$ cat src/srmc_pkg.sv
package srmc_pkg;
	localparam int ADDR_W = 16;
	localparam int CLK_PERIOD_NS = 20;
	// Least times on the memory pins, in ns
	localparam int T_RC_NS = 12;
	localparam int T_WC_NS = 12;
	localparam int T_WP_NS = 10;
	localparam int T_CW_NS = 11;
	localparam int T_AW_NS = 11;
	localparam int T_DW_NS = 7;
	localparam int T_AA_NS = 12;
	localparam int T_HZ_NS = 7;
	// Least times round up to whole cycles, never below one
	function automatic int cyc_min(input int ns);
		int c;
		c = (ns + CLK_PERIOD_NS - 1) / CLK_PERIOD_NS;
		return (c < 1) ? 1 : c;
	endfunction
	localparam int RD_CYC = cyc_min(T_AA_NS) + 1;
	localparam int WP_CYC = cyc_min(T_WP_NS > T_CW_NS ? T_WP_NS : T_CW_NS);
	localparam int HZ_CYC = cyc_min(T_HZ_NS);
	localparam logic [3:0] CNT_ONE = 4'h1;
	typedef struct packed {
		logic write;
		logic [ADDR_W-1:0] addr;
		logic wdata;
	} srmc_req_t;
	typedef struct packed {
		logic [ADDR_W-1:0] word_index;
		logic din;
		logic cs_n;
		logic we_n;
	} srmc_pins_t;
	typedef enum logic [2:0] {
		ST_IDLE = 3'h0,
		ST_SETUP = 3'h1,
		ST_ACCESS = 3'h3,
		ST_DONE = 3'h2,
		ST_GAP = 3'h6
	} srmc_state_t;
endpackage

$ cat src/srmc_delay.sv
`timescale 1ns/1ps
module srmc_delay
	import srmc_pkg::*;
(
	input wire logic clk, // Clock
	input wire logic rst, // Sync reset
	input wire logic load, // Start count
	input wire logic [3:0] len, // Cycles to count
	output logic done // High on last cycle
);
	logic [3:0] cnt;
	always_ff @(posedge clk) begin
		if (rst) begin
			cnt <= 4'h0;
		end else if (load) begin
			cnt <= len;
		end else if (cnt != 4'h0) begin
			cnt <= cnt - CNT_ONE;
		end
	end
	assign done = (cnt == CNT_ONE) && !load;
endmodule

$ cat src/srmc_ctrl.sv
// Behaviour
// - Controller keeps every read cycle at least 12 ns long.
// - Select and write enable low store the bit; output floats within 7 ns.
// - Address valid 11 ns before write end; write pulse at least 10 ns.
// - Chip select held low 11 ns before write end.
// - Write data stable 7 ns before write end, held 0 ns after.
`timescale 1ns/1ps
module srmc_ctrl
	import srmc_pkg::*;
(
	input wire logic CLK_SYS, // 50 MHz clock
	input wire logic SYS_RST, // Sync reset, active high
	input wire logic REQ_VALID, // Request present
	output logic REQ_READY, // Request taken when valid
	input wire srmc_req_t REQ, // Request word
	output logic RSP_VALID, // One-cycle read answer
	output logic RSP_DATA, // Read bit
	output srmc_pins_t MEM, // Memory pins
	input wire logic MEM_DOUT // Memory data output pin
);
	srmc_state_t state;
	srmc_req_t cur;
	logic dout_s1, dout_s2;
	logic cnt_load, cnt_done;
	logic [3:0] cnt_len;

	assign REQ_READY = (state == ST_IDLE);

	// Two flops on the memory output pin; the second one alone is read
	always_ff @(posedge CLK_SYS) begin
		if (SYS_RST) begin
			dout_s1 <= 1'b0;
			dout_s2 <= 1'b0;
		end else begin
			dout_s1 <= MEM_DOUT;
			dout_s2 <= dout_s1;
		end
	end

	always_comb begin
		cnt_load = 1'b0;
		cnt_len = 4'h0;
		if (state == ST_SETUP) begin
			cnt_load = 1'b1;
			cnt_len = cur.write ? 4'(WP_CYC) : 4'(RD_CYC + 2);
		end else if (state == ST_DONE) begin
			cnt_load = 1'b1;
			cnt_len = 4'(HZ_CYC);
		end
	end

	srmc_delay u_delay (
		.clk(CLK_SYS),
		.rst(SYS_RST),
		.load(cnt_load),
		.len(cnt_len),
		.done(cnt_done)
	);

	always_ff @(posedge CLK_SYS) begin
		if (SYS_RST) begin
			state <= ST_IDLE;
			cur <= '0;
		end else begin
			unique case (state)
				ST_IDLE: if (REQ_VALID) begin
					cur <= REQ;
					state <= ST_SETUP;
				end
				ST_SETUP: state <= ST_ACCESS;
				ST_ACCESS: if (cnt_done) begin
					state <= ST_DONE;
				end
				ST_DONE: state <= ST_GAP;
				ST_GAP: if (cnt_done) begin
					state <= ST_IDLE;
				end
			endcase
		end
	end

	// Pins: address and data set a cycle before strobes, held a cycle after
	always_ff @(posedge CLK_SYS) begin
		if (SYS_RST) begin
			MEM <= '{word_index: '0, din: 1'b0, cs_n: 1'b1, we_n: 1'b1};
		end else begin
			if (state == ST_IDLE && REQ_VALID) begin
				MEM.word_index <= REQ.addr;
				MEM.din <= REQ.wdata;
			end
			MEM.cs_n <= !(state == ST_SETUP || (state == ST_ACCESS && !cnt_done));
			MEM.we_n <= !(cur.write && (state == ST_SETUP
				|| (state == ST_ACCESS && !cnt_done)));
		end
	end

	// Sample the bit late in the access, after the sync delay
	always_ff @(posedge CLK_SYS) begin
		if (SYS_RST) begin
			RSP_VALID <= 1'b0;
			RSP_DATA <= 1'b0;
		end else begin
			RSP_VALID <= (state == ST_ACCESS) && cnt_done && !cur.write;
			if ((state == ST_ACCESS) && cnt_done && !cur.write) begin
				RSP_DATA <= dout_s2;
			end
		end
	end

	// Cycles spent with each strobe low, judged when the strobe returns high
	localparam int WC_CYC = cyc_min(T_WC_NS);
	logic [3:0] we_low_cnt;
	logic [3:0] cs_low_cnt;
	always_ff @(posedge CLK_SYS) begin
		if (SYS_RST) begin
			we_low_cnt <= 4'h0;
		end else if (!MEM.we_n) begin
			we_low_cnt <= we_low_cnt + CNT_ONE;
		end else begin
			we_low_cnt <= 4'h0;
		end
	end
	always_ff @(posedge CLK_SYS) begin
		if (SYS_RST) begin
			cs_low_cnt <= 4'h0;
		end else if (!MEM.cs_n) begin
			cs_low_cnt <= cs_low_cnt + CNT_ONE;
		end else begin
			cs_low_cnt <= 4'h0;
		end
	end
endmodule

$ cat config.mk
export PLATFORM = sky130hd
export DESIGN_NAME = srmc_ctrl
export DESIGN_NICKNAME = d
export VERILOG_FILES = /design/src/srmc_pkg.sv /design/src/srmc_delay.sv /design/src/srmc_ctrl.sv
export SDC_FILE = /design/constraint.sdc
export NUM_CORES = 1
export LEC_CHECK = 0
export BUFFER_PORTS_ARGS = -buffer_cell sky130_fd_sc_hd__buf_4
export CAP_MARGIN = 20
export CORE_ASPECT_RATIO = 0.75
export CORE_MARGIN = 2
export CORE_UTILIZATION = 52
export DETAILED_ROUTE_END_ITERATION = 7
export GPL_TIMING_DRIVEN = 0
export PLACE_DENSITY = 0.84
export SLEW_MARGIN = 20
export SYNTH_ARGS = -nofsm -noshare
export SYNTH_HDL_FRONTEND = slang
export SYNTH_SLANG_ARGS = --single-unit
$ cat constraint.sdc
create_clock -name CLK_SYS -period 3.5 [get_ports CLK_SYS]
set_input_delay 0.175 -clock CLK_SYS [delete_from_list [all_inputs] [get_ports CLK_SYS]]
set_output_delay 0.175 -clock CLK_SYS [all_outputs]
set_load 0.02 [all_outputs]
# Word level (Yosys, flattened, before mapping)
# Cells that the tools add are included.
# classes
addsub	1
n_eq_ne	8
mux	11
reduce_logical	17
# ops
cell	n
2-to-1 mux 3 bit	5
one-hot mux 3 bit (5 select lines)	1
2-to-1 mux 4 bit	2
equality test 3 x 2 -> 1 bit (second input constant)	2
logical AND 1 bit	6
inequality test 2 bit (second input constant)	3
zero test 1 bit	5
equality test 4 x 1 -> 1 bit (second input constant)	1
nonzero test 4 bit	1
subtractor 4 x 1 -> 4 bit (second input constant)	1
equality test 3 x 1 -> 1 bit (second input constant)	1
equality test 3 bit (second input constant)	1
zero test 3 bit	1
2-to-1 mux 1 bit	3
AND reduction 3 bit	1
AND reduction 2 bit	1
nonzero test 2 bit	1
logical OR 1 bit	1
# totals
regBits	31
inputBits	22
output_inout_bits	22
elab_cells	48

# Longest topological paths before layout
# Gate-level depths: netlist of run 1.
# logic_depth
depth_word	10
mapped_depth	6
depth_no_buf	5

# By module
# A second synthesis of run 1 with hierarchy kept.
# unflattened
cells_unflattened	145
area_unflattened_um2	1275.0
# by_module_without_submodules
module	n_inst	cells_each	area_each_um2	seq_area_each_um2
srmc_ctrl	1	119	1026.0	540.5
srmc_delay	1	26	249.0	80.1

# Least setup slack after synthesis of run 1
# Ideal clock, no wire load.
# synth_path
path_kind	reg2reg
from	register state[1]
to	register MEM[12] in the netlist's numbering
setup_time_ns	0.132
arrival_time_ns	1.291
required_time_ns	3.368
path_slack_ns	2.077
stages_incl_launch_ff	7
n_path_buf	3
synth_period_minus_slack_ns	1.423
path_cell_list	dfxtp_1 buf_6 or4b_4 buf_6 buf_6 nand2_1 a21oi_1
# synth_via
elab_chain_cells	2
# synth_lines
item	line_no	rtl
start: declaration	srmc_ctrl.sv:21	srmc_state_t state;
start signal: assignment	srmc_ctrl.sv:62	state <= ST_IDLE;
start signal: assignment	srmc_ctrl.sv:68	state <= ST_SETUP;
start signal: assignment	srmc_ctrl.sv:70	ST_SETUP: state <= ST_ACCESS;
zero test 3 bit	srmc_ctrl.sv:87	if (state == ST_IDLE && REQ_VALID) begin
logical AND 1 bit	srmc_ctrl.sv:87	
end signal: assignment	srmc_ctrl.sv:85	MEM <= '{word_index: '0, din: 1'b0, cs_n: 1'b1, we_n: 1'b1};
end: declaration	srmc_ctrl.sv:18	output srmc_pins_t MEM,
# Every way passes these cells.
# A chain may end at the register's enable or synchronous reset.

# Worst setup path in the final report of run 1
# layout_path
from	register state[1]
to	register MEM[18] in the netlist's numbering
# The elaborated chain is that of the path after synthesis.

==> summary.md, run 1 <==
| Metric | Value |
|---|---|
| Rel. slew slack | `66.5%` |
| Fill cell count | `192` |
| Post-Synth Adder-Cell Area | `2.97%` |
| Sw Ratio | `33.9%` |
| DIE AREA | `2840 sq um` |
| Slew Limit Fails | `0` |
| Synth Area in Compound Gates | `14.5%` |
| Most common cell after layout, fill and taps aside | `buf_4` |
| Number of synthesis warnings | `0` |
| HPWL after detailed placement | `2.11 mm` |
| Setup Fix Bufs, Post-CTS | `0` |
| Crit-path max FO | `10` |
| DR pass1 iterations | `4` |
| P_int | `0.629 mW` |
| Fin Setup TNS | `0 ns` |
| Die Width | `60.9 microns` |
| Multi-input gate area | `549 sq um` |
| Antenna viol nets, final | `0` |
| Clk_lat worst skew | `0.33 ns` |
| Post-synthesis cell area | `1260 sq um` |
| First-pass GRT wire length | `4.20 mm` |
| Clock power share | `20.5%` |
| Total wire length | `2.79 mm` |
| DRC violations left | `0` |
| Hold Buf Count CTS | `0` |
| Status | `finished, final reports clean` |
| Final instance area | `1670 sq um` |
| Synth cell types | `31` |
| Sequential share of the synthesized area | `49.1%` |
| Sw power | `0.322 mW` |
| Final Cycle Share | `43.1%` |
| CTS tree | `built` |
| Met2 WL | `1.35 mm` |
| Core Region | `2310 sq um` |
| Routed vias/inst | `5.04` |
| Largest family of logic cells by synthesized area | `simple AND/OR/NAND/NOR gates` |
| Simple-Gate Fraction of Synth Area | `24.0%` |
| Worst min path class | `in -> reg` |
| ANT cells | `0` |
| Fmax | `663 MHz` |
| Clock buffer depth | `2` |
| DR vias | `1129` |
| Synth area leaders | `dfxtp_1 49%, nand2_1 11%, a21oi_1 7.5%` |
| RSZ-0062 raised after global routing | `false` |
| Die H | `46.7 microns` |
| Met1 WL | `1.22 mm` |
| Final worst clock skew | `0.00519 ns` |
| Total CTS buffers | `5` |
| Register bit total from synthesis | `31` |
| Floorplan row count | `15` |
| Top cell type's share of synthesized area | `49.1%` |
| Placed Instance Area | `1620 sq um` |
| Flop pwr share | `45.4%` |
| Total track usage | `21.1%` |
| CP Launch Type | `flip-flop` |
| Logic pwr share | `34.1%` |
| CTS clk-pin slew, worst paths | `0.09 ns` |
| VDD IR max | `347 uV` |
| # setup viols final | `0` |
| Largest area contributor in the netlist | `dfxtp_1` |
| Detailed router's first-iteration violation count | `85` |
| Worst-Margin Slew | `0.500 ns` |
| Clk root buf | `clkbuf_4` |
| WS Path Type | `reg -> reg` |
| Vias in the first global route | `962` |
| GR Overflow Total | `0` |
| Pleak | `0.712 nW` |
| Clock Sinks | `31` |
| Commonest cells after routing, fill and taps aside | `43 x buf_4, 38 x nand2_1, 31 x dfxtp_1, 19 x a21oi_1` |
| Layout cells sized above 1 | `31.6%` |
| Highest Signal Layer | `met4` |
| CTS H-tree depth | `2` |
| Mux cell area share after synthesis | `0%` |
| Syn avg cell area | `9.03 sq um` |
| Worst EP required | `3.70 ns` |
| Routed wl met3 | `160 microns` |
| Post_cts resized | `0` |
| Area Growth Syn to Fin | `32.3%` |
| Synth Instances | `140` |
| Initial antenna violation count | `0` |
| FF+latch area | `621 sq um` |
| WL/cell | `12.4 microns` |
| Nets | `214` |
| # Max-Cap Violations | `0` |
| Starting Density | `54.7%` |
| Total Power | `0.952 mW` |
| Top Ports | `44` |
| Final core occ | `72.4%` |
| IO buf count | `42` |
| Final min period | `1.51 ns` |
| Post-Synth XOR/XNOR Area | `2.08%` |
| Fin. Hold Viols | `0` |
| Power Density | `569 nW/um^2` |
| Placer Congestion | `0.814` |
| WP data arrival | `1.71 ns` |
| Crit. End Element | `flip-flop` |
| Pin count of the biggest net entering global routing | `11` |
| Post-synthesis net count | `165` |
==> Yosys cell counts (all sizes together) <==
master	number
xnor2	2
a21oi	19
o221a	1
or4b	2
o41ai	1
nand2b	1
nand3	2
nor2	4
nand2	38
or2	1
buf	6
nor2b	3
a31oi	1
nor3	2
ha	3
dfxtp	31
and2	1
nor4b	1
nor4	2
clkbuf	3
nor3b	1
a32o	1
a2111oi	1
o311ai	1
a221oi	2
o22ai	1
o21ai	2
nand4bb	1
inv	5
xor2	1
==> cell type report <==
type,instances,area share [%]
tap,34,2.54
inverter,5,1.12
timing repair buffer,42,18.9
buffer,9,4.49
clock inverter,1,0.299
sequential,31,37.1
clock buffer,7,2.69
multi-input combinational,95,32.9
==> layer usage <==
layer  vias to the layer above  track usage (%)
met2                        35             34.4
met5                         -                0
met4                         0             12.6
li1                        574                -
met1                       513             24.7
met3                         7             6.18
==> power groups by stage <==
stage | Sequential [mW] | Clock [mW] | Combinational [mW]
after global routing | 0.437 | 0.218 | 0.362
after detailed placement | 0.439 | 0 | 0.325
after floorplan | 0.458 | 0 | 0.208
final | 0.432 | 0.195 | 0.325
after global placement | 0.437 | 0 | 0.311
after CTS | 0.432 | 0.202 | 0.327
==> kinds of logic (layout without fill, tap and decap cells) <==
family,Yosys count,after routing
AO/OA/AOI/OAI,30,30
adder cells (fa/ha/maj),3,3
flip-flops,31,31
XOR/XNOR,3,3
AND/OR/NAND/NOR,59,59
buffers and inverters,14,64
==> state kept, by name (all words and copies together), names as in the netlist <==
register / flops
state: 3
u_delay.cnt: 4
cur: 1
MEM: 19
RSP_VALID: 1
dout_s1: 1
RSP_DATA: 1
dout_s2: 1
==> stage by stage <==
stage | worst slack, ns | hold slack [ns] | std cells
final | 1.99 | 0.0571 | 224
after global routing | 1.79 | 0.0441 | 224
after CTS | 1.98 | 0.0490 | 224
after detailed placement | 2.00 | 0.399 | 216
after global placement | 2.04 | 0.394 | 216
after floorplan | 2.08 | 0.303 | 140
==> worst max-delay path, stage by stage, from the launching register on <==
cell,delay [ns]
dfxtp_1,0.32
buf_6,0.13
or4b_4,0.51
buf_6,0.15
buf_6,0.14
nand2_1,0.07
a21oi_1,0.07
==> path summary, 6_finish.rpt <==
kind / startpoint / to / slack [ns] / cells after the start
hold reg to reg: dout_s2$_SDFF_PP0_ / RSP_DATA$_SDFFE_PP0P_ / 0.45 / 2
hold / removal: MEM_DOUT / dout_s1$_SDFF_PP0_ / 0.06 / 2
setup reg to reg: state[1]$_SDFFE_PP0P_ / MEM[18]$_SDFFE_PP0P_ / 1.99 / 6
setup / recovery: state[1]$_SDFFE_PP0P_ / MEM[18]$_SDFFE_PP0P_ / 1.99 / 6
Note: power is estimated with default switching activity, not from simulation.
==> run 2: changes to the inputs <==
--- a/config.mk
+++ b/config.mk
@@ -9,10 +9,10 @@
 export CAP_MARGIN = 20
 export CORE_ASPECT_RATIO = 0.75
 export CORE_MARGIN = 2
-export CORE_UTILIZATION = 52
+export CORE_UTILIZATION = 48
 export DETAILED_ROUTE_END_ITERATION = 7
 export GPL_TIMING_DRIVEN = 0
-export PLACE_DENSITY = 0.84
+export PLACE_DENSITY = 0.78
 export SLEW_MARGIN = 20
 export SYNTH_ARGS = -nofsm -noshare
 export SYNTH_HDL_FRONTEND = slang
==> constraint.sdc (replaced) <==
create_clock -name CLK_SYS -period 1.51 [get_ports CLK_SYS]
set_input_delay 0.0755 -clock CLK_SYS [delete_from_list [all_inputs] [get_ports CLK_SYS]]
set_output_delay 0.0755 -clock CLK_SYS [all_outputs]
set_load 0.02 [all_outputs]
==> run 2 against run 1 <==
Compared with the run above:
- critical path depth down 2
- die area up 7.7%
- core utilization up 2.1 points
- largest cell class unchanged
- power rose to 2.6 times the previous value
- global-route usage down 0.65 points
- hold slack worse by 0.074 ns
- flip-flop and latch count unchanged
- sequential share of layout area down 4.6 points
- the run now ends with hold timing left
- register-to-register slack worse by 2.0 ns
- design area up 14%
- count of clock-buffer cells in the layout up 1
==> summary.md, run 2 (synthesized netlist as in run 1, its figures left out) <==
| Metric | Value |
|---|---|
| Status | `complete, but fails checks (was finished, final reports clean)` |
| Failing checks | `hold timing` |
| CTS clk-pin slew, worst paths | `0.10 ns (was 0.09 ns)` |
| Floorplan row count | `16 (was 15)` |
| Logic pwr share | `36.8% (was 34.1%)` |
| Crit-path slowest cell | `or4b_4 (unchanged)` |
| Clock Sinks | `31 (unchanged)` |
| Worst min path class | `in -> reg (unchanged)` |
| Placed Instance Area | `1620 sq um (about the same)` |
| DIE AREA | `3060 sq um (was 2840 sq um)` |
| CP Launch Type | `flip-flop (unchanged)` |
| Placer Congestion | `0.756 (was 0.814)` |
| Final worst clock skew | `0.00538 ns (was 0.00519 ns)` |
| Commonest cells after routing, fill and taps aside | `48 x buf_4, 38 x nand2_1, 31 x dfxtp_1, 19 x a21oi_1, 15 x dlygate4sd3_1 (was 43 x buf_4, 38 x nand2_1, 31 x dfxtp_1, 19 x a21oi_1)` |
| First-pass GRT wire length | `4.90 mm (was 4.20 mm)` |
| CTS H-tree depth | `2 (unchanged)` |
| WS Path Type | `reg -> reg (unchanged)` |
| Cell family with most CP delay | `simple AND/OR/NAND/NOR gates (unchanged)` |
| Sw power | `0.804 mW (was 0.322 mW)` |
| # setup viols final | `0 (unchanged)` |
| Hold Crit Depth | `3 (was 2)` |
| R2R depth | `4 (was 6)` |
| DR vias | `1209 (was 1129)` |
| Routed vias/inst | `4.91 (was 5.04)` |
| Crit-path max cell delay | `0.54 ns (was 0.51 ns)` |
| Die H | `48.4 microns (was 46.7 microns)` |
| VDD IR max | `962 uV (was 347 uV)` |
| Final min period | `1.48 ns (was 1.51 ns)` |
| Pin count of the biggest net entering global routing | `11 (unchanged)` |
| Initial antenna violation count | `0 (unchanged)` |
| Starting Density | `49.3% (was 54.7%)` |
| Largest register FFs | `19 (unchanged)` |
| Total wire length | `3.05 mm (was 2.79 mm)` |
| WP data arrival | `1.70 ns (was 1.71 ns)` |
| Min Hold Slack | `-0.0170 ns (was 0.0571 ns)` |
| HPWL after detailed placement | `1.98 mm (was 2.11 mm)` |
| Top Ports | `44 (unchanged)` |
| P_int | `1.67 mW (was 0.629 mW)` |
| Biggest register | `MEM (unchanged)` |
| Vias in the first global route | `1127 (was 962)` |
| Rel. slew slack | `69.2% (was 66.5%)` |
| ANT cells | `0 (unchanged)` |
| Flop pwr share | `40.9% (was 45.4%)` |
| Layout cells sized above 1 | `32.9% (was 31.6%)` |
| Total CTS buffers | `5 (unchanged)` |
| Core Region | `2560 sq um (was 2310 sq um)` |
| Clk root buf | `clkbuf_4 (unchanged)` |
| Buf+Inv Stages, Crit Path | `1 (was 3)` |
| WL/cell | `12.4 microns (about the same)` |
| Most common cell after layout, fill and taps aside | `buf_4 (unchanged)` |
| Fin. Hold Viols | `3 (was 0)` |
| Antenna viol nets, final | `0 (unchanged)` |
| IO buf count | `42 (unchanged)` |
| Final Cycle Share | `97.7% (was 43.1%)` |
| Fmax | `678 MHz (was 663 MHz)` |
| Crit-path max FO | `10 (unchanged)` |
| Crit. End Element | `flip-flop (unchanged)` |
| CP Cell Sequence | `buf_6, or4b_4, and2_1, a32o_1 (was buf_6, or4b_4, buf_6, buf_6, nand2_1, a21oi_1)` |
| Total track usage | `20.4% (was 21.1%)` |
| Sw Ratio | `32.4% (was 33.9%)` |
| WP depth | `4 (was 6)` |
| Slew Limit Fails | `0 (unchanged)` |
| Biggest regs | `MEM x19, u_delay.cnt x4, state x3 (unchanged)` |
| DRC violations left | `0 (unchanged)` |
| Worst EP required | `1.74 ns (was 3.70 ns)` |
| DR pass1 iterations | `4 (unchanged)` |
| CTS tree | `built (unchanged)` |
| Final instance area | `1910 sq um (was 1670 sq um)` |
| Clock power share | `22.3% (was 20.5%)` |
| Worst-Margin Slew | `0.462 ns (was 0.500 ns)` |
| GR Overflow Total | `0 (unchanged)` |
| Fin Setup TNS | `0 ns (unchanged)` |
| Clk_lat worst skew | `0.33 ns (about the same)` |
| Area Growth Syn to Fin | `51.1% (was 32.3%)` |
| Pleak | `0.815 nW (was 0.712 nW)` |
| Nets | `234 (was 214)` |
| Power Density | `1300 nW/um^2 (was 569 nW/um^2)` |
| # Max-Cap Violations | `0 (unchanged)` |
| Detailed router's first-iteration violation count | `29 (was 85)` |
| Die Width | `63.2 microns (was 60.9 microns)` |
| Clock buffer depth | `2 (unchanged)` |
run 2: cell count changes in the layout (fill, tap and decap cells not counted), sizes merged:
cell,change
buf,+5
clkinv,-1
dlygate4sd3,+15
clkbuf,+1
run 2: through the flow:
stage	worst slack [ns]	util, %	instances	power [mW]
floorplan	0.0869	-	140	1.54
finish	0.0345	74.5	246	2.48
detailed placement	-0.0488	63.4	218	1.77
CTS	0.00484	70.7	237	2.33
global route	-0.000674	74.5	246	2.63
global placement	0.0452	63.4	218	1.73
run 2: worst paths after layout:
path | from | slack (ns) | end
worst max-delay path | state[2]$_SDFFE_PP0P_ | 0.03 | u_delay.cnt[0]$_SDFFE_PP0P_
worst min-delay path | REQ[7] | -0.02 | MEM[9]$_SDFFE_PP0P_
worst max register to register | state[2]$_SDFFE_PP0P_ | 0.03 | u_delay.cnt[0]$_SDFFE_PP0P_
worst min register to register | dout_s1$_SDFF_PP0_ | 0.45 | dout_s2$_SDFF_PP0_
run 2: final cells by class:
cell class / instances / area (sq um)
clock buffer: 8 / 68.8
multi-input combinational: 95 / 569
timing repair buffer: 63 / 523
sequential: 31 / 621
tap: 36 / 45.0
fill: 196 / 653
inverter: 5 / 18.8
buffer: 8 / 63.8
run 2: worst register-to-register path: stages, from the launching register on:
cell,delay (ns)
dfxtp_1,0.33
buf_6,0.14
or4b_4,0.54
and2_1,0.17
a32o_1,0.19
run 2: power by group through the flow:
stage / registers, mW / clock network [mW] / logic (mW)
5_1_grt: 1.03 / 0.604 / 0.998
3_5_place_dp: 1.02 / 0 / 0.751
6_report: 1.01 / 0.554 / 0.911
2_1_floorplan: 1.06 / 0 / 0.481
3_3_place_gp: 1.01 / 0 / 0.722
4_1_cts: 1.00 / 0.549 / 0.780
run 2: what timing repair did:
| action | 4_1_cts | 5_1_grt |
|---|---|---|
| resized for setup | 2 | 5 |
| gates cloned | 0 | 0 |
| hold buffers | 11 | 4 |
| hold endpoints to repair | 11 | 4 |
| setup buffers | 0 | 6 |
| endpoints found under the setup margin | 1 | 13 |
| pin swaps | 0 | 2 |
run 2: layer usage:
layer,track usage (%),vias to the layer above,routed length (microns),part of all wire (%)
met5,0,-,0,0
met4,7.61,0,56,1.8
met3,7.44,7,186,6.1
met2,35.8,29,1530,50
met1,22.8,561,1280,42
li1,-,612,-,-
